[src/common/bpm_pkg.sv]
// Shared constants, types and helpers of the receive parity error monitor
package bpm_pkg;

  localparam int BPM_AW = 16;
  localparam int BPM_DW = 32;
  localparam int BPM_NLINE = 3;

  // Register indices; byte address is four times the index
  localparam logic [15:0] BPM_IDX_CTRL = 16'h1103;
  localparam logic [15:0] BPM_IDX_STAT = 16'h110B;
  localparam logic [15:0] BPM_IDX_MASK = 16'h110F;
  localparam logic [15:0] BPM_IDX_SCNT = 16'h1110;
  localparam logic [15:0] BPM_IDX_LCNT = 16'h1114;
  localparam logic [15:0] BPM_ADDR_CTRL = {BPM_IDX_CTRL[13:0], 2'b00};
  localparam logic [15:0] BPM_ADDR_STAT = {BPM_IDX_STAT[13:0], 2'b00};
  localparam logic [15:0] BPM_ADDR_MASK = {BPM_IDX_MASK[13:0], 2'b00};
  localparam logic [15:0] BPM_ADDR_SCNT = {BPM_IDX_SCNT[13:0], 2'b00};
  localparam logic [15:0] BPM_ADDR_LCNT = {BPM_IDX_LCNT[13:0], 2'b00};

  // Field positions
  localparam int BPM_CTRL_B1_FRAME = 0;
  localparam int BPM_CTRL_B2_FRAME = 1;
  localparam int BPM_STAT_B1_ERR = 3;
  localparam int BPM_STAT_B2_ERR = 4;
  localparam logic [7:0] BPM_CTRL_RW_MASK = 8'h7F;
  localparam logic [7:0] BPM_STAT_IMPL_MASK = 8'h18;

  // Reset values
  localparam logic [7:0] BPM_CTRL_RST = 8'h00;
  localparam logic [7:0] BPM_STAT_RST = 8'h00;
  localparam logic [7:0] BPM_MASK_RST = 8'h18;
  localparam logic [31:0] BPM_CNT_RST = 32'h0000_0000;

  localparam logic [1:0] BPM_RESP_OKAY = 2'h0;
  localparam logic [1:0] BPM_RESP_DECERR = 2'h3;

  // One byte from the upstream framer with its position tags
  typedef struct packed {
    logic [7:0] data;
    logic sof;
    logic soh;
    logic b1;
    logic b2;
    logic [1:0] sts_idx;
  } bpm_rx_byte_t;

  function automatic logic [3:0] bpm_popcount8(input logic [7:0] v);
    logic [3:0] c;
    c = 4'h0;
    for (int i = 0; i < 8; i++)
    begin
      c = c + {3'h0, v[i]};
    end
    return c;
  endfunction

endpackage

[src/hdl/bpm_bip_acc.sv]
// Interleaved parity accumulator holding the result of the last complete frame
`timescale 1ns/1ps
module bpm_bip_acc #(
  parameter int W = 8
) (
  input wire logic aclk,
  input wire logic aresetn,
  input wire logic frame_start,
  input wire logic take,
  input wire logic [W-1:0] din,
  output logic [W-1:0] parity_last,
  output logic parity_ok
);

  logic [W-1:0] acc_q;
  logic seen_q;

  // Accumulate; frame start closes the old frame and opens a new one
  always_ff @(posedge aclk)
  begin
    if (!aresetn)
    begin
      acc_q <= '0;
      parity_last <= '0;
    end
    else if (frame_start)
    begin
      parity_last <= acc_q;
      acc_q <= take ? din : '0;
    end
    else if (take)
    begin
      acc_q <= acc_q ^ din;
    end
  end

  // First frame start closes a partial frame, so its parity is not trusted
  always_ff @(posedge aclk)
  begin
    if (!aresetn)
    begin
      seen_q <= 1'b0;
      parity_ok <= 1'b0;
    end
    else if (frame_start)
    begin
      seen_q <= 1'b1;
      parity_ok <= seen_q;
    end
  end

endmodule // bpm_bip_acc

[src/hdl/bpm_monitor.sv]
// Receive section and line parity monitor with error counters and AXI4-Lite registers
//
// Implementation choice: the AXI4-Lite slave port.
`timescale 1ns/1ps
// Behaviour
// - B1 bit mode adds errored bits, max 8
// - Compute line parity over LOH and envelope
// - Compare line parity with next frame B2
// - B2 mismatch sets status bit 4, interrupt low
// - B2 errors advance 32-bit line counter
// - B2 frame mode adds one per errored frame
// - B2 bit mode adds errored bits, max 24
// - B1 frame mode adds one per errored frame
// - Section parity over frame, compare next B1
// - B1 mismatch sets status bit 3, interrupt low
// - B1 errors kept in separate section counter
module bpm_monitor (
  input wire logic aclk,
  input wire logic aresetn,
  input wire logic rx_valid,
  input wire bpm_pkg::bpm_rx_byte_t rx_byte,
  input wire logic [bpm_pkg::BPM_AW-1:0] s_axi_awaddr,
  input wire logic s_axi_awvalid,
  output logic s_axi_awready,
  input wire logic [bpm_pkg::BPM_DW-1:0] s_axi_wdata,
  input wire logic [3:0] s_axi_wstrb,
  input wire logic s_axi_wvalid,
  output logic s_axi_wready,
  output logic [1:0] s_axi_bresp,
  output logic s_axi_bvalid,
  input wire logic s_axi_bready,
  input wire logic [bpm_pkg::BPM_AW-1:0] s_axi_araddr,
  input wire logic s_axi_arvalid,
  output logic s_axi_arready,
  output logic [bpm_pkg::BPM_DW-1:0] s_axi_rdata,
  output logic [1:0] s_axi_rresp,
  output logic s_axi_rvalid,
  input wire logic s_axi_rready,
  output logic irq_n
);
  import bpm_pkg::*;

  logic [7:0] ctrl_q;
  logic [7:0] stat_q;
  logic [7:0] stat_d;
  logic [7:0] mask_q;
  logic [31:0] sec_cnt_q;
  logic [31:0] line_cnt_q;
  logic b2_hit_q;

  logic [BPM_AW-1:0] waddr_q;
  logic [31:0] wdata_q;
  logic [3:0] wstrb_q;
  logic aw_have_q;
  logic w_have_q;
  logic wr_fire;
  logic rd_fire;
  logic stat_rd;

  logic frame_start;
  logic [7:0] sec_par;
  logic sec_ok;
  logic [7:0] line_par [BPM_NLINE];
  logic line_ok [BPM_NLINE];
  logic [7:0] b1_err_bits;
  logic [7:0] b2_err_bits;
  logic b1_evt;
  logic b2_evt;
  logic [31:0] sec_add;
  logic [31:0] line_add;

  assign frame_start = rx_valid && rx_byte.sof;

  // Section parity runs over every byte of the frame
  bpm_bip_acc #(
    .W(8)
  ) u_sec_bip (
    .aclk(aclk),
    .aresetn(aresetn),
    .frame_start(frame_start),
    .take(rx_valid),
    .din(rx_byte.data),
    .parity_last(sec_par),
    .parity_ok(sec_ok)
  );

  // One line parity per interleaved tributary, section overhead rows excluded
  for (genvar k = 0; k < BPM_NLINE; k++)
  begin : g_line
    logic take_k;
    assign take_k = rx_valid && !rx_byte.soh && (rx_byte.sts_idx == 2'(k));
    bpm_bip_acc #(
      .W(8)
    ) u_line_bip (
      .aclk(aclk),
      .aresetn(aresetn),
      .frame_start(frame_start),
      .take(take_k),
      .din(rx_byte.data),
      .parity_last(line_par[k]),
      .parity_ok(line_ok[k])
    );
  end

  // Held parity of the previous frame against the arriving parity bytes
  always_comb
  begin
    b1_err_bits = 8'h00;
    b2_err_bits = 8'h00;
    if (rx_valid && rx_byte.b1 && sec_ok)
    begin
      b1_err_bits = sec_par ^ rx_byte.data;
    end
    if (rx_valid && rx_byte.b2 && (rx_byte.sts_idx < 2'(BPM_NLINE)))
    begin
      if (line_ok[rx_byte.sts_idx])
      begin
        b2_err_bits = line_par[rx_byte.sts_idx] ^ rx_byte.data;
      end
    end
  end

  assign b1_evt = |b1_err_bits;
  assign b2_evt = |b2_err_bits;

  // Counter increments per mode
  always_comb
  begin
    sec_add = 32'h0000_0000;
    line_add = 32'h0000_0000;
    if (ctrl_q[BPM_CTRL_B1_FRAME])
    begin
      sec_add = {31'h0000_0000, b1_evt};
    end
    else
    begin
      sec_add = {28'h000_0000, bpm_popcount8(b1_err_bits)};
    end
    if (ctrl_q[BPM_CTRL_B2_FRAME])
    begin
      line_add = {31'h0000_0000, b2_evt && !b2_hit_q};
    end
    else
    begin
      line_add = {28'h000_0000, bpm_popcount8(b2_err_bits)};
    end
  end

  // Marks a frame already counted in per-frame line mode
  always_ff @(posedge aclk)
  begin
    if (!aresetn)
    begin
      b2_hit_q <= 1'b0;
    end
    else if (frame_start)
    begin
      b2_hit_q <= 1'b0;
    end
    else if (b2_evt)
    begin
      b2_hit_q <= 1'b1;
    end
  end

  // Counters wrap; software takes differences between reads
  always_ff @(posedge aclk)
  begin
    if (!aresetn)
    begin
      sec_cnt_q <= BPM_CNT_RST;
      line_cnt_q <= BPM_CNT_RST;
    end
    else
    begin
      sec_cnt_q <= sec_cnt_q + sec_add;
      line_cnt_q <= line_cnt_q + line_add;
    end
  end

  // Sticky status; a new event in the clearing cycle survives the read
  always_comb
  begin
    stat_d = stat_rd ? BPM_STAT_RST : stat_q;
    stat_d[BPM_STAT_B1_ERR] = stat_d[BPM_STAT_B1_ERR] | b1_evt;
    stat_d[BPM_STAT_B2_ERR] = stat_d[BPM_STAT_B2_ERR] | b2_evt;
  end

  always_ff @(posedge aclk)
  begin
    if (!aresetn)
    begin
      stat_q <= BPM_STAT_RST;
      irq_n <= 1'b1;
    end
    else
    begin
      stat_q <= stat_d;
      irq_n <= ~|(stat_d & mask_q);
    end
  end

  // Write channel: address and data taken in either order
  assign wr_fire = aw_have_q && w_have_q && !s_axi_bvalid;

  always_ff @(posedge aclk)
  begin
    if (!aresetn)
    begin
      s_axi_awready <= 1'b1;
      s_axi_wready <= 1'b1;
      aw_have_q <= 1'b0;
      w_have_q <= 1'b0;
      waddr_q <= '0;
      wdata_q <= 32'h0000_0000;
      wstrb_q <= 4'h0;
      s_axi_bvalid <= 1'b0;
      s_axi_bresp <= BPM_RESP_OKAY;
    end
    else
    begin
      if (s_axi_awvalid && s_axi_awready)
      begin
        waddr_q <= s_axi_awaddr;
        aw_have_q <= 1'b1;
        s_axi_awready <= 1'b0;
      end
      if (s_axi_wvalid && s_axi_wready)
      begin
        wdata_q <= s_axi_wdata;
        wstrb_q <= s_axi_wstrb;
        w_have_q <= 1'b1;
        s_axi_wready <= 1'b0;
      end
      if (wr_fire)
      begin
        aw_have_q <= 1'b0;
        w_have_q <= 1'b0;
        s_axi_bvalid <= 1'b1;
        case (waddr_q)
          BPM_ADDR_CTRL, BPM_ADDR_STAT, BPM_ADDR_MASK, BPM_ADDR_SCNT, BPM_ADDR_LCNT:
            s_axi_bresp <= BPM_RESP_OKAY;
          default:
            s_axi_bresp <= BPM_RESP_DECERR;
        endcase
      end
      else if (s_axi_bvalid && s_axi_bready)
      begin
        s_axi_bvalid <= 1'b0;
        s_axi_awready <= 1'b1;
        s_axi_wready <= 1'b1;
      end
    end
  end

  // Writable registers; status and counters ignore writes
  always_ff @(posedge aclk)
  begin
    if (!aresetn)
    begin
      ctrl_q <= BPM_CTRL_RST;
      mask_q <= BPM_MASK_RST;
    end
    else if (wr_fire && wstrb_q[0])
    begin
      if (waddr_q == BPM_ADDR_CTRL)
      begin
        ctrl_q <= wdata_q[7:0] & BPM_CTRL_RW_MASK;
      end
      if (waddr_q == BPM_ADDR_MASK)
      begin
        mask_q <= wdata_q[7:0] & BPM_STAT_IMPL_MASK;
      end
    end
  end

  // Read channel: one read outstanding
  assign rd_fire = s_axi_arvalid && s_axi_arready;
  assign stat_rd = rd_fire && (s_axi_araddr == BPM_ADDR_STAT);

  always_ff @(posedge aclk)
  begin
    if (!aresetn)
    begin
      s_axi_arready <= 1'b1;
      s_axi_rvalid <= 1'b0;
      s_axi_rdata <= 32'h0000_0000;
      s_axi_rresp <= BPM_RESP_OKAY;
    end
    else if (rd_fire)
    begin
      s_axi_arready <= 1'b0;
      s_axi_rvalid <= 1'b1;
      s_axi_rresp <= BPM_RESP_OKAY;
      case (s_axi_araddr)
        BPM_ADDR_CTRL:
          s_axi_rdata <= {24'h00_0000, ctrl_q};
        BPM_ADDR_STAT:
          s_axi_rdata <= {24'h00_0000, stat_q};
        BPM_ADDR_MASK:
          s_axi_rdata <= {24'h00_0000, mask_q};
        BPM_ADDR_SCNT:
          s_axi_rdata <= sec_cnt_q;
        BPM_ADDR_LCNT:
          s_axi_rdata <= line_cnt_q;
        default:
        begin
          s_axi_rdata <= 32'h0000_0000;
          s_axi_rresp <= BPM_RESP_DECERR;
        end
      endcase
    end
    else if (s_axi_rvalid && s_axi_rready)
    begin
      s_axi_rvalid <= 1'b0;
      s_axi_arready <= 1'b1;
    end
  end

endmodule // bpm_monitor

[config.mk]
export PLATFORM = sky130hd
export DESIGN_NAME = bpm_monitor
export DESIGN_NICKNAME = d
export VERILOG_FILES = /design/src/common/bpm_pkg.sv /design/src/hdl/bpm_bip_acc.sv /design/src/hdl/bpm_monitor.sv
export SDC_FILE = /design/constraint.sdc
export NUM_CORES = 1
export LEC_CHECK = 0
export BUFFER_PORTS_ARGS = -buffer_cell sky130_fd_sc_hd__buf_2
export CAP_MARGIN = 20
export CORE_MARGIN = 1.5
export CORE_UTILIZATION = 35
export CTS_CLUSTER_SIZE = 12
export DETAILED_ROUTE_END_ITERATION = 12
export PLACE_DENSITY = 0.6
export SYNTH_ARGS = -nofsm -noshare
export SYNTH_HDL_FRONTEND = slang
export SYNTH_HIERARCHICAL = 1
export SYNTH_SLANG_ARGS = --single-unit
[constraint.sdc]
create_clock -name aclk -period 10.7 [get_ports aclk]
set_input_delay 1.07 -clock aclk [delete_from_list [all_inputs] [get_ports aclk]]
set_output_delay 1.07 -clock aclk [all_outputs]
set_load 0.1 [all_outputs]
==> results by group, run 1 <==
Clocking
  • Clk sinks: about 210
  • Clk slew on worst S/H paths: about 60 ps
  • Clk buf depth: 3
  • CTS buffer count: 26
  • Clk_lat worst skew: between 500 and 600 ps
  • H-tree levels: 1
  • Root Buffer: clkbuf_16
  • CTS Hold Bufs: 0
  • Setup Fix Bufs, Post-CTS: 0
  • CTS tree: done
  • CTS resizes: 0

Critical path
  • Worst path required time: 11,150 ps
  • Max stage delay cell, worst path: or4_1
  • Critical path buffers and inverters: 3
  • CP Data Arrival Time: slightly below 7000 ps
  • Crit path max-delay family: adder cells
  • Setup CP Type: input port to register
  • Worst-path fanout max: 32
  • Endpoint class of the critical path: register
  • Startpoint types: input port
  • Critical-path cell list: buf_2 > nor2b_1 > o2bb2ai_1 > and2_0 > nand2_1 > fa_1 > fa_1 > fa_1 > inv_1 > ha_1 > fa_1 > nor2b_1 > fa_1 > a21o_1 > a21oi_1 > buf_4 > or4_1 > or3_1 > a21oi_1
  • Crit path largest cell delay: approximately 600 ps
  • Most common cell on crit path: fa_1

Detailed routing
  • Final wirelength: between 20,000 and 25,000 um
  • DRT Pass-1 Iters: 6
  • DR vias/cell: around 5
  • Vias: 8,302
  • Remaining antenna violation count after routing: 0
  • WL per Instance: roughly 15 um
  • Detailed-route DRC error count: 0
  • Starting DRC count in detailed routing: around 590

Die
  • Chip Height: ~180 um
  • Die Area: 30,900 um2
  • Starting Density: between 30% and 40%
  • Die X: ~180 um
  • Core ar.: a little under 30,000 um2
  • Row cnt: 63
  • Num ports: between 100 and 150

Status
  • Status: finished, final reports clean

Yosys
  • Post-synthesis cell type count: between 60 and 70
  • EDFF count, synth: 0
  • Yosys top cell by area: dfxtp_1
  • Seq/Total Area, Yosys: between 40% and 50%
  • Top post-synthesis cells by area: dfxtp_1 (41%), mux2i_1 (6.2%), nand2_1 (5.9%)
  • Cells after Synth: ~1,200
  • Area of the mapped netlist: approximately 10,000 um2
  • Asr flop ratio synth: 0%
  • Avg Cell Area, Syn: ~8.9 um2
  • Dominant synthesized flop cell: dfxtp_1
  • Post-synth top area share: around two fifths
  • Post-synthesis register bit count: about 210
  • Net count after synthesis: roughly 1,300
  • Warnings, synthesis: 6

Timing
  • Worst setup margin: 4330 ps
  • Unrepaired setup endpoints after global routing: no
  • Final hold vios: 0
  • Final count of pins violating max slew: 0
  • Fmax: 157 MHz
  • Normalized max-slew margin: between 20% and 30%
  • Setup TNS: 0 ps
  • Worst Max-Slew Pin Slew: about 1100 ps
  • Crit path time final: 6370 ps
  • Final setup vio count: 0
  • Fin crit share: between 50% and 60%
  • WHS: 442 ps
  • Worst Skew: between 9 and 10 ps

Final layout
  • Fill count: slightly below 3,000
  • Final non-filler cell total: about 1,700
  • Share of cells above drive strength 1: 14.8%
  • Nets: around 1,400
  • Antenna Cells: 0
  • Synth-to-Final Area Change: 16.0%
  • Final Cell Area: around 12,000 um2
  • Fin util: 41.0%

Pwr
  • Final Power: 1.85 mW
  • Pleak: approximately 4.6 nW
  • P per Cell Area: about 150 nW/um2
  • Maximum vdd ir drop: 96.6 uV

Job
  • Max-Cap Viols: 0

Global routing
  • Initial antenna violation count: 0
  • Gr ovfl total: 0
  • First-pass GRT wire length: 39,500 um
  • Largest net degree at the start of global routing: 84
  • Vias in the first global route: 7,722
  • Total GRT Usage: ~15%

Place
  • DP Cell Count: between 1,500 and 2,000
  • Number of port buffers: about 100
  • HPWL Detailed: approximately 16,000 um
  • Place WS: ~3600 ps
  • Post-DP Area: approximately 11,000 um2
  • Gpl congestion: slightly below 0.8

Min path
  • HP Class: register to register
## cells by family (layout without fill, tap and decap cells)
| logic type | Yosys count | after routing | share of synthesized area, % |
|---|---|---|---|
| xor gates and xnor gates | 58 | 58 | 4.86 |
| muxes | 71 | 71 | 6.87 |
| and+or+nand+nor | 502 | 502 | 26.4 |
| adders and majority gates | 26 | 26 | 3.83 |
| AOI/OAI and AO/OA | 207 | 207 | 12.5 |
| DFF | 214 | 214 | 41.0 |
| buffers and inverters | 100 | 196 | 4.55 |
## worst paths after layout
check,cells after the start,from,end,slack (ps)
min reg2reg,2,s_axi_rdata[25]$_SDFFE_PN0P_,s_axi_rdata[25]$_SDFFE_PN0P_,440
max,19,rx_byte[0],line_cnt_q[30]$_SDFF_PN0_,4330
min,2,s_axi_rdata[25]$_SDFFE_PN0P_,s_axi_rdata[25]$_SDFFE_PN0P_,440
max reg2reg,16,u_sec_bip/parity_ok$_SDFFE_PN0P_,sec_cnt_q[24]$_SDFF_PN0_,5020
## synthesized netlist by cell type, types with 6 or more instances
cell,n
a21oi_1,68
a221oi_1,9
a22oi_1,29
and2_1,42
and3_1,12
and4b_1,9
buf_2,8
clkbuf_1,46
dfxtp_1,214
fa_1,10
ha_1,16
inv_1,31
mux2i_1,65
nand2_1,164
nand2b_1,23
nand3_1,28
nor2_1,37
nor2b_1,78
nor2b_2,8
nor3_1,8
nor3b_1,6
nor4_1,22
nor4b_1,6
o21a_1,7
o21ai_0,28
o21ai_1,25
o31ai_1,11
or3_1,22
or4_1,11
xnor2_1,46
xor2_1,12
## area by class of cell
class | count | area (um2) | share of cell area (%)
Sequential cell | 214 | 4280 | 35.3
Timing Repair Buffer | 116 | 613 | 5.05
Tap cell | 390 | 488 | 4.02
Clock inverter | 8 | 80.1 | 0.660
Clock buffer | 40 | 825 | 6.80
Inverter | 32 | 120 | 0.990
Multi-Input combinational cell | 864 | 5720 | 47.2
## power breakdown
part	total, mW	internal, mW	switching, mW
Sequential	0.822	0.813	0.00944
Combinational	0.125	0.0428	0.0819
Clock	0.902	0.554	0.347
## cell usage in the layout (no fill, tap or decap), types with 6 or more instances in the layout
master     synthesis  routed
inv_1             31      30
nor2b_1           78      78
nor3b_1            6       6
and3_1            12      12
dfxtp_1          214     214
o21a_1             7       7
a22oi_1           29      29
o21ai_1           25      25
or4_1             11      11
buf_4              2      13
nand3_1           28      28
nor3_1             8       8
nor4b_1            6       6
buf_2              8     103
xor2_1            12      12
or3_1             22      22
nand2_1          164     164
fa_1              10      10
and4b_1            9       9
o31ai_1           11      11
nor2b_2            8       8
xnor2_1           46      46
clkbuf_16          0      27
ha_1              16      16
and2_1            42      42
o21ai_0           28      28
a221oi_1           9       9
nor4_1            22      22
nor2_1            37      37
a21oi_1           68      67
mux2i_1           65      65
clkbuf_8           0      10
nand2b_1          23      23
## state kept, by name, indices dropped and copies added, names as in the netlist, 3 cells and up
| name | count |
|---|---|
| ctrl_q | 7 |
| g_line.u_line_bip/acc_q | 24 |
| g_line.u_line_bip/parity_last | 24 |
| g_line.u_line_bip/parity_ok | 3 |
| g_line.u_line_bip/seen_q | 3 |
| line_cnt_q | 32 |
| s_axi_rdata | 32 |
| sec_cnt_q | 32 |
| u_sec_bip/acc_q | 8 |
| u_sec_bip/parity_last | 8 |
| waddr_q | 16 |
| wdata_q | 7 |
## routing by layer
layer / track usage (%) / vias up / share of wire [%]
li1: - / 4252 / -
met1: 20.8 / 3849 / 48
met2: 25.2 / 160 / 45
met3: 2.49 / 41 / 4.4
met4: 4.99 / 0 / 3.0
met5: 0 / - / 0
## worst reg2reg max path, delay by kind of cell, from the launching register on
family                     cells  cell delay, ps
AOI/OAI and AO/OA              3             880
adders and majority gates      6            2650
buffers and inverters          2             120
DFF                            1             320
and+or+nand+nor                5            1630
Power figures use the tool's default switching activity.
==> run 2: changes to the inputs <==
==> constraint.sdc (replaced) <==
create_clock -name aclk -period 5.96 [get_ports aclk]
set_input_delay 0.596 -clock aclk [delete_from_list [all_inputs] [get_ports aclk]]
set_output_delay 0.596 -clock aclk [all_outputs]
set_load 0.1 [all_outputs]
==> run 2 against run 1 <==
  * Total power rose by 81%
  * Via count up 1.3%
  * Die area unchanged
  * Worst hold slack worse by 160 ps
  * Clock power rose by 82%
  * Sequential power increased by 80%
  * Flip-flop and latch count stayed put
  * Core utilization up 0.32 points
  * First-iteration DRC count down 2.7%
  * Critical endpoint is now line_cnt_q[28]$_SDFF_PN0_
==> results by group, run 2 (synthesized netlist as in run 1, its figures left out) <==
Status
  • Status: finished, final reports clean

Place
  • HPWL Detailed: 16,500 um (+1.7%)
  • DP Cell Count: 1,628 (+0.80%)
  • Place WS: 115 ps (-3520 ps)
  • Number of port buffers: 103 (unchanged)
  • Post-DP Area: 11,300 um2 (+0.95%)
  • Gpl congestion: 0.785 (+1.0%)

Min path
  • WHS Path Cells: 2 (unchanged)
  • HP Class: input port to register
  • Hold Path End: s_axi_awready$_SDFF_PN1_
  • Hold_sp: s_axi_awvalid

Clocking
  • CTS Hold Bufs: 0 (unchanged)
  • H-tree levels: 1 (unchanged)
  • CTS buffer count: 26 (unchanged)
  • Root Buffer: clkbuf_16
  • Clk slew on worst S/H paths: 60 ps (about the same)
  • Clk sinks: 214 (unchanged)
  • Clk_lat worst skew: 520 ps (about the same)
  • CTS resizes: 0 (unchanged)
  • CTS tree: done
  • Setup Fix Bufs, Post-CTS: 0 (unchanged)
  • Clk buf depth: 3 (unchanged)

Critical path
  • Worst path required time: 6320 ps (-4830 ps)
  • Crit path max-delay family: adder cells
  • R2R depth: 19 (+3)
  • CP Data Arrival Time: 5660 ps (-1160 ps)
  • Critical path buffers and inverters: 3 (unchanged)
  • Reg-to-reg startpoint: g_line[2].u_line_bip/parity_ok$_SDFFE_PN0P_
  • Setup CP Type: input port to register
  • Max stage delay cell, worst path: or4_1
  • Crit path largest cell delay: 570 ps (-30 ps)
  • Endpoint class of the critical path: register
  • Startpoint types: input port
  • Worst-path fanout max: 11 (-66%)
  • Most common cell on crit path: fa_1
  • RR Endpoint: line_cnt_q[28]$_SDFF_PN0_
  • Critical-path cell list: buf_2 > nor2b_1 > o2bb2ai_1 > and2_0 > nand2_1 > fa_1 > fa_1 > fa_1 > inv_1 > ha_1 > fa_1 > xnor2_1 > nor2_1 > ha_1 > a21o_1 > a21oi_1 > or4_1 > buf_4 > o21ai_0 > a21oi_1
  • FF-to-FF setup slack: 680 ps (-4340 ps)

Timing
  • Worst Max-Slew Pin Slew: 974 ps (-115 ps)
  • Fin crit share: 88.9%
  • Normalized max-slew margin: 35.1% (+7.6 points)
  • Final count of pins violating max slew: 0 (unchanged)
  • Worst Skew: 7.75 ps (-1.93 ps)
  • Worst setup margin: 661 ps (-3670 ps)
  • Unrepaired setup endpoints after global routing: no
  • Final hold vios: 0 (unchanged)
  • WHS: 282 ps (-160 ps)
  • Final setup vio count: 0 (unchanged)
  • Setup TNS: 0 ps (unchanged)
  • Fmax: ~190 MHz
  • Crit path time final: around 5300 ps

Pwr
  • Comb power frac: 6.8% (about the same)
  • Maximum vdd ir drop: 191 uV (+98%)
  • P_int: 2.57 mW (+82%)
  • Switching power total: 778 uW (+77%)
  • Switching share of power: 23.2% (-0.49 points)
  • P per Cell Area: 274 nW/um2 (+80%)
  • Seq pwr share: 44.1% (-0.4 points)
  • Pleak: 4.62 nW (+1.5%)
  • Clk pwr share: 49.1% (+0.3 points)

Global routing
  • Largest net degree at the start of global routing: 101 (+20%)
  • Gr ovfl total: 0 (unchanged)
  • Initial antenna violation count: 0 (unchanged)
  • Vias in the first global route: 7,802 (+1.0%)
  • Total GRT Usage: 15.7% (+0.25 points)
  • First-pass GRT wire length: 40,000 um (+1.2%)

Detailed routing
  • DR vias/cell: 5.02 (+0.68%)
  • Remaining antenna violation count after routing: 0 (unchanged)
  • Detailed-route DRC error count: 0 (unchanged)
  • Vias: 8,414 (+1.3%)
  • Final wirelength: 24,500 um (+1.3%)
  • DRT Pass-1 Iters: 5 (-1)
  • WL per Instance: 14.6 um (+0.60%)
  • Starting DRC count in detailed routing: 573 (-2.7%)

Die
  • Row cnt: 63 (unchanged)
  • Die Area: 30,900 um2 (unchanged)
  • Num ports: 132 (unchanged)
  • Starting Density: 35.4% (unchanged)
  • Chip Height: 176 um (unchanged)
  • Die X: 176 um (unchanged)
  • Core ar.: 29,600 um2 (unchanged)

Final layout
  • Commonest non-fill, non-tap cell in the layout: dfxtp_1
  • Nets: 1,382 (+0.88%)
  • Commonest cells after routing, fill and taps aside: dfxtp_1 (214), nand2_1 (164), buf_2 (103)
  • Antenna Cells: 0 (unchanged)
  • Synth-to-Final Area Change: 16.9%
  • Regs by FF count: line_cnt_q x32, s_axi_rdata x32, sec_cnt_q x32
  • Final non-filler cell total: 1,675 (+0.66%)
  • Final Cell Area: 12,200 um2 (+0.77%)
  • Share of cells above drive strength 1: 15.2% (+0.42 points)

Job
  • Max-Cap Viols: 0 (unchanged)
[run 2: cell types whose count changed in the layout (fill, tap and decap cells not counted), sizes merged]
cell	previous run	this run
clkinv	3	4
clkbuf	40	39
buf	116	128
bufinv	1	3
clkinvlp	3	0
[run 2: layer usage]
layer | up-vias | track usage (%) | share of wire (%)
met1 | 3920 | 21.1 | 48
met3 | 43 | 2.23 | 4.4
li1 | 4271 | - | -
met4 | 0 | 4.99 | 2.6
met5 | - | 0 | 0
met2 | 180 | 25.9 | 45
[run 2: how the worst max path moves through the flow]
stage | slack [ps] | startpoint | end | cells after the start
global placement | 180 | rx_byte[0] | line_cnt_q[24]$_SDFF_PN0_ | 20
detailed placement | 110 | rx_byte[0] | line_cnt_q[28]$_SDFF_PN0_ | 20
global route | 290 | g_line[2].u_line_bip/parity_ok$_SDFFE_PN0P_ | line_cnt_q[26]$_SDFF_PN0_ | 18
finish | 660 | rx_byte[0] | line_cnt_q[28]$_SDFF_PN0_ | 20
CTS | 640 | g_line[2].u_line_bip/parity_last[3]$_SDFFE_PN0P_ | line_cnt_q[28]$_SDFF_PN0_ | 18
floorplan | 210 | rx_byte[0] | line_cnt_q[30]$_SDFF_PN0_ | 19
[run 2: power by group through the flow]
stage,Combinational [mW],Sequential [mW],Clock [mW]
after floorplan,0.137,1.54,0
after global placement,0.227,1.51,0
after detailed placement,0.229,1.51,0
after CTS,0.230,1.48,1.69
after global routing,0.249,1.48,1.75
final,0.227,1.48,1.64
[run 2: layout make-up]
| type | instances | area (um2) |
|---|---|---|
| fillers | 2978 | 17300 |
| multi-input cells | 864 | 5720 |
| flip-flops and latches | 214 | 4280 |
| clock buffers | 39 | 781 |
| repair buffers | 128 | 716 |
| well taps | 390 | 488 |
| inverters | 32 | 120 |
| clock inverters | 8 | 119 |
[run 2: metrics by stage]
stage          power, mW  utilization (%)
2_1_floorplan       1.67                -
3_3_place_gp        1.73             38.3
3_5_place_dp        1.74             38.3
4_1_cts             3.40             41.4
5_1_grt             3.48             41.4
6_report            3.35             41.4
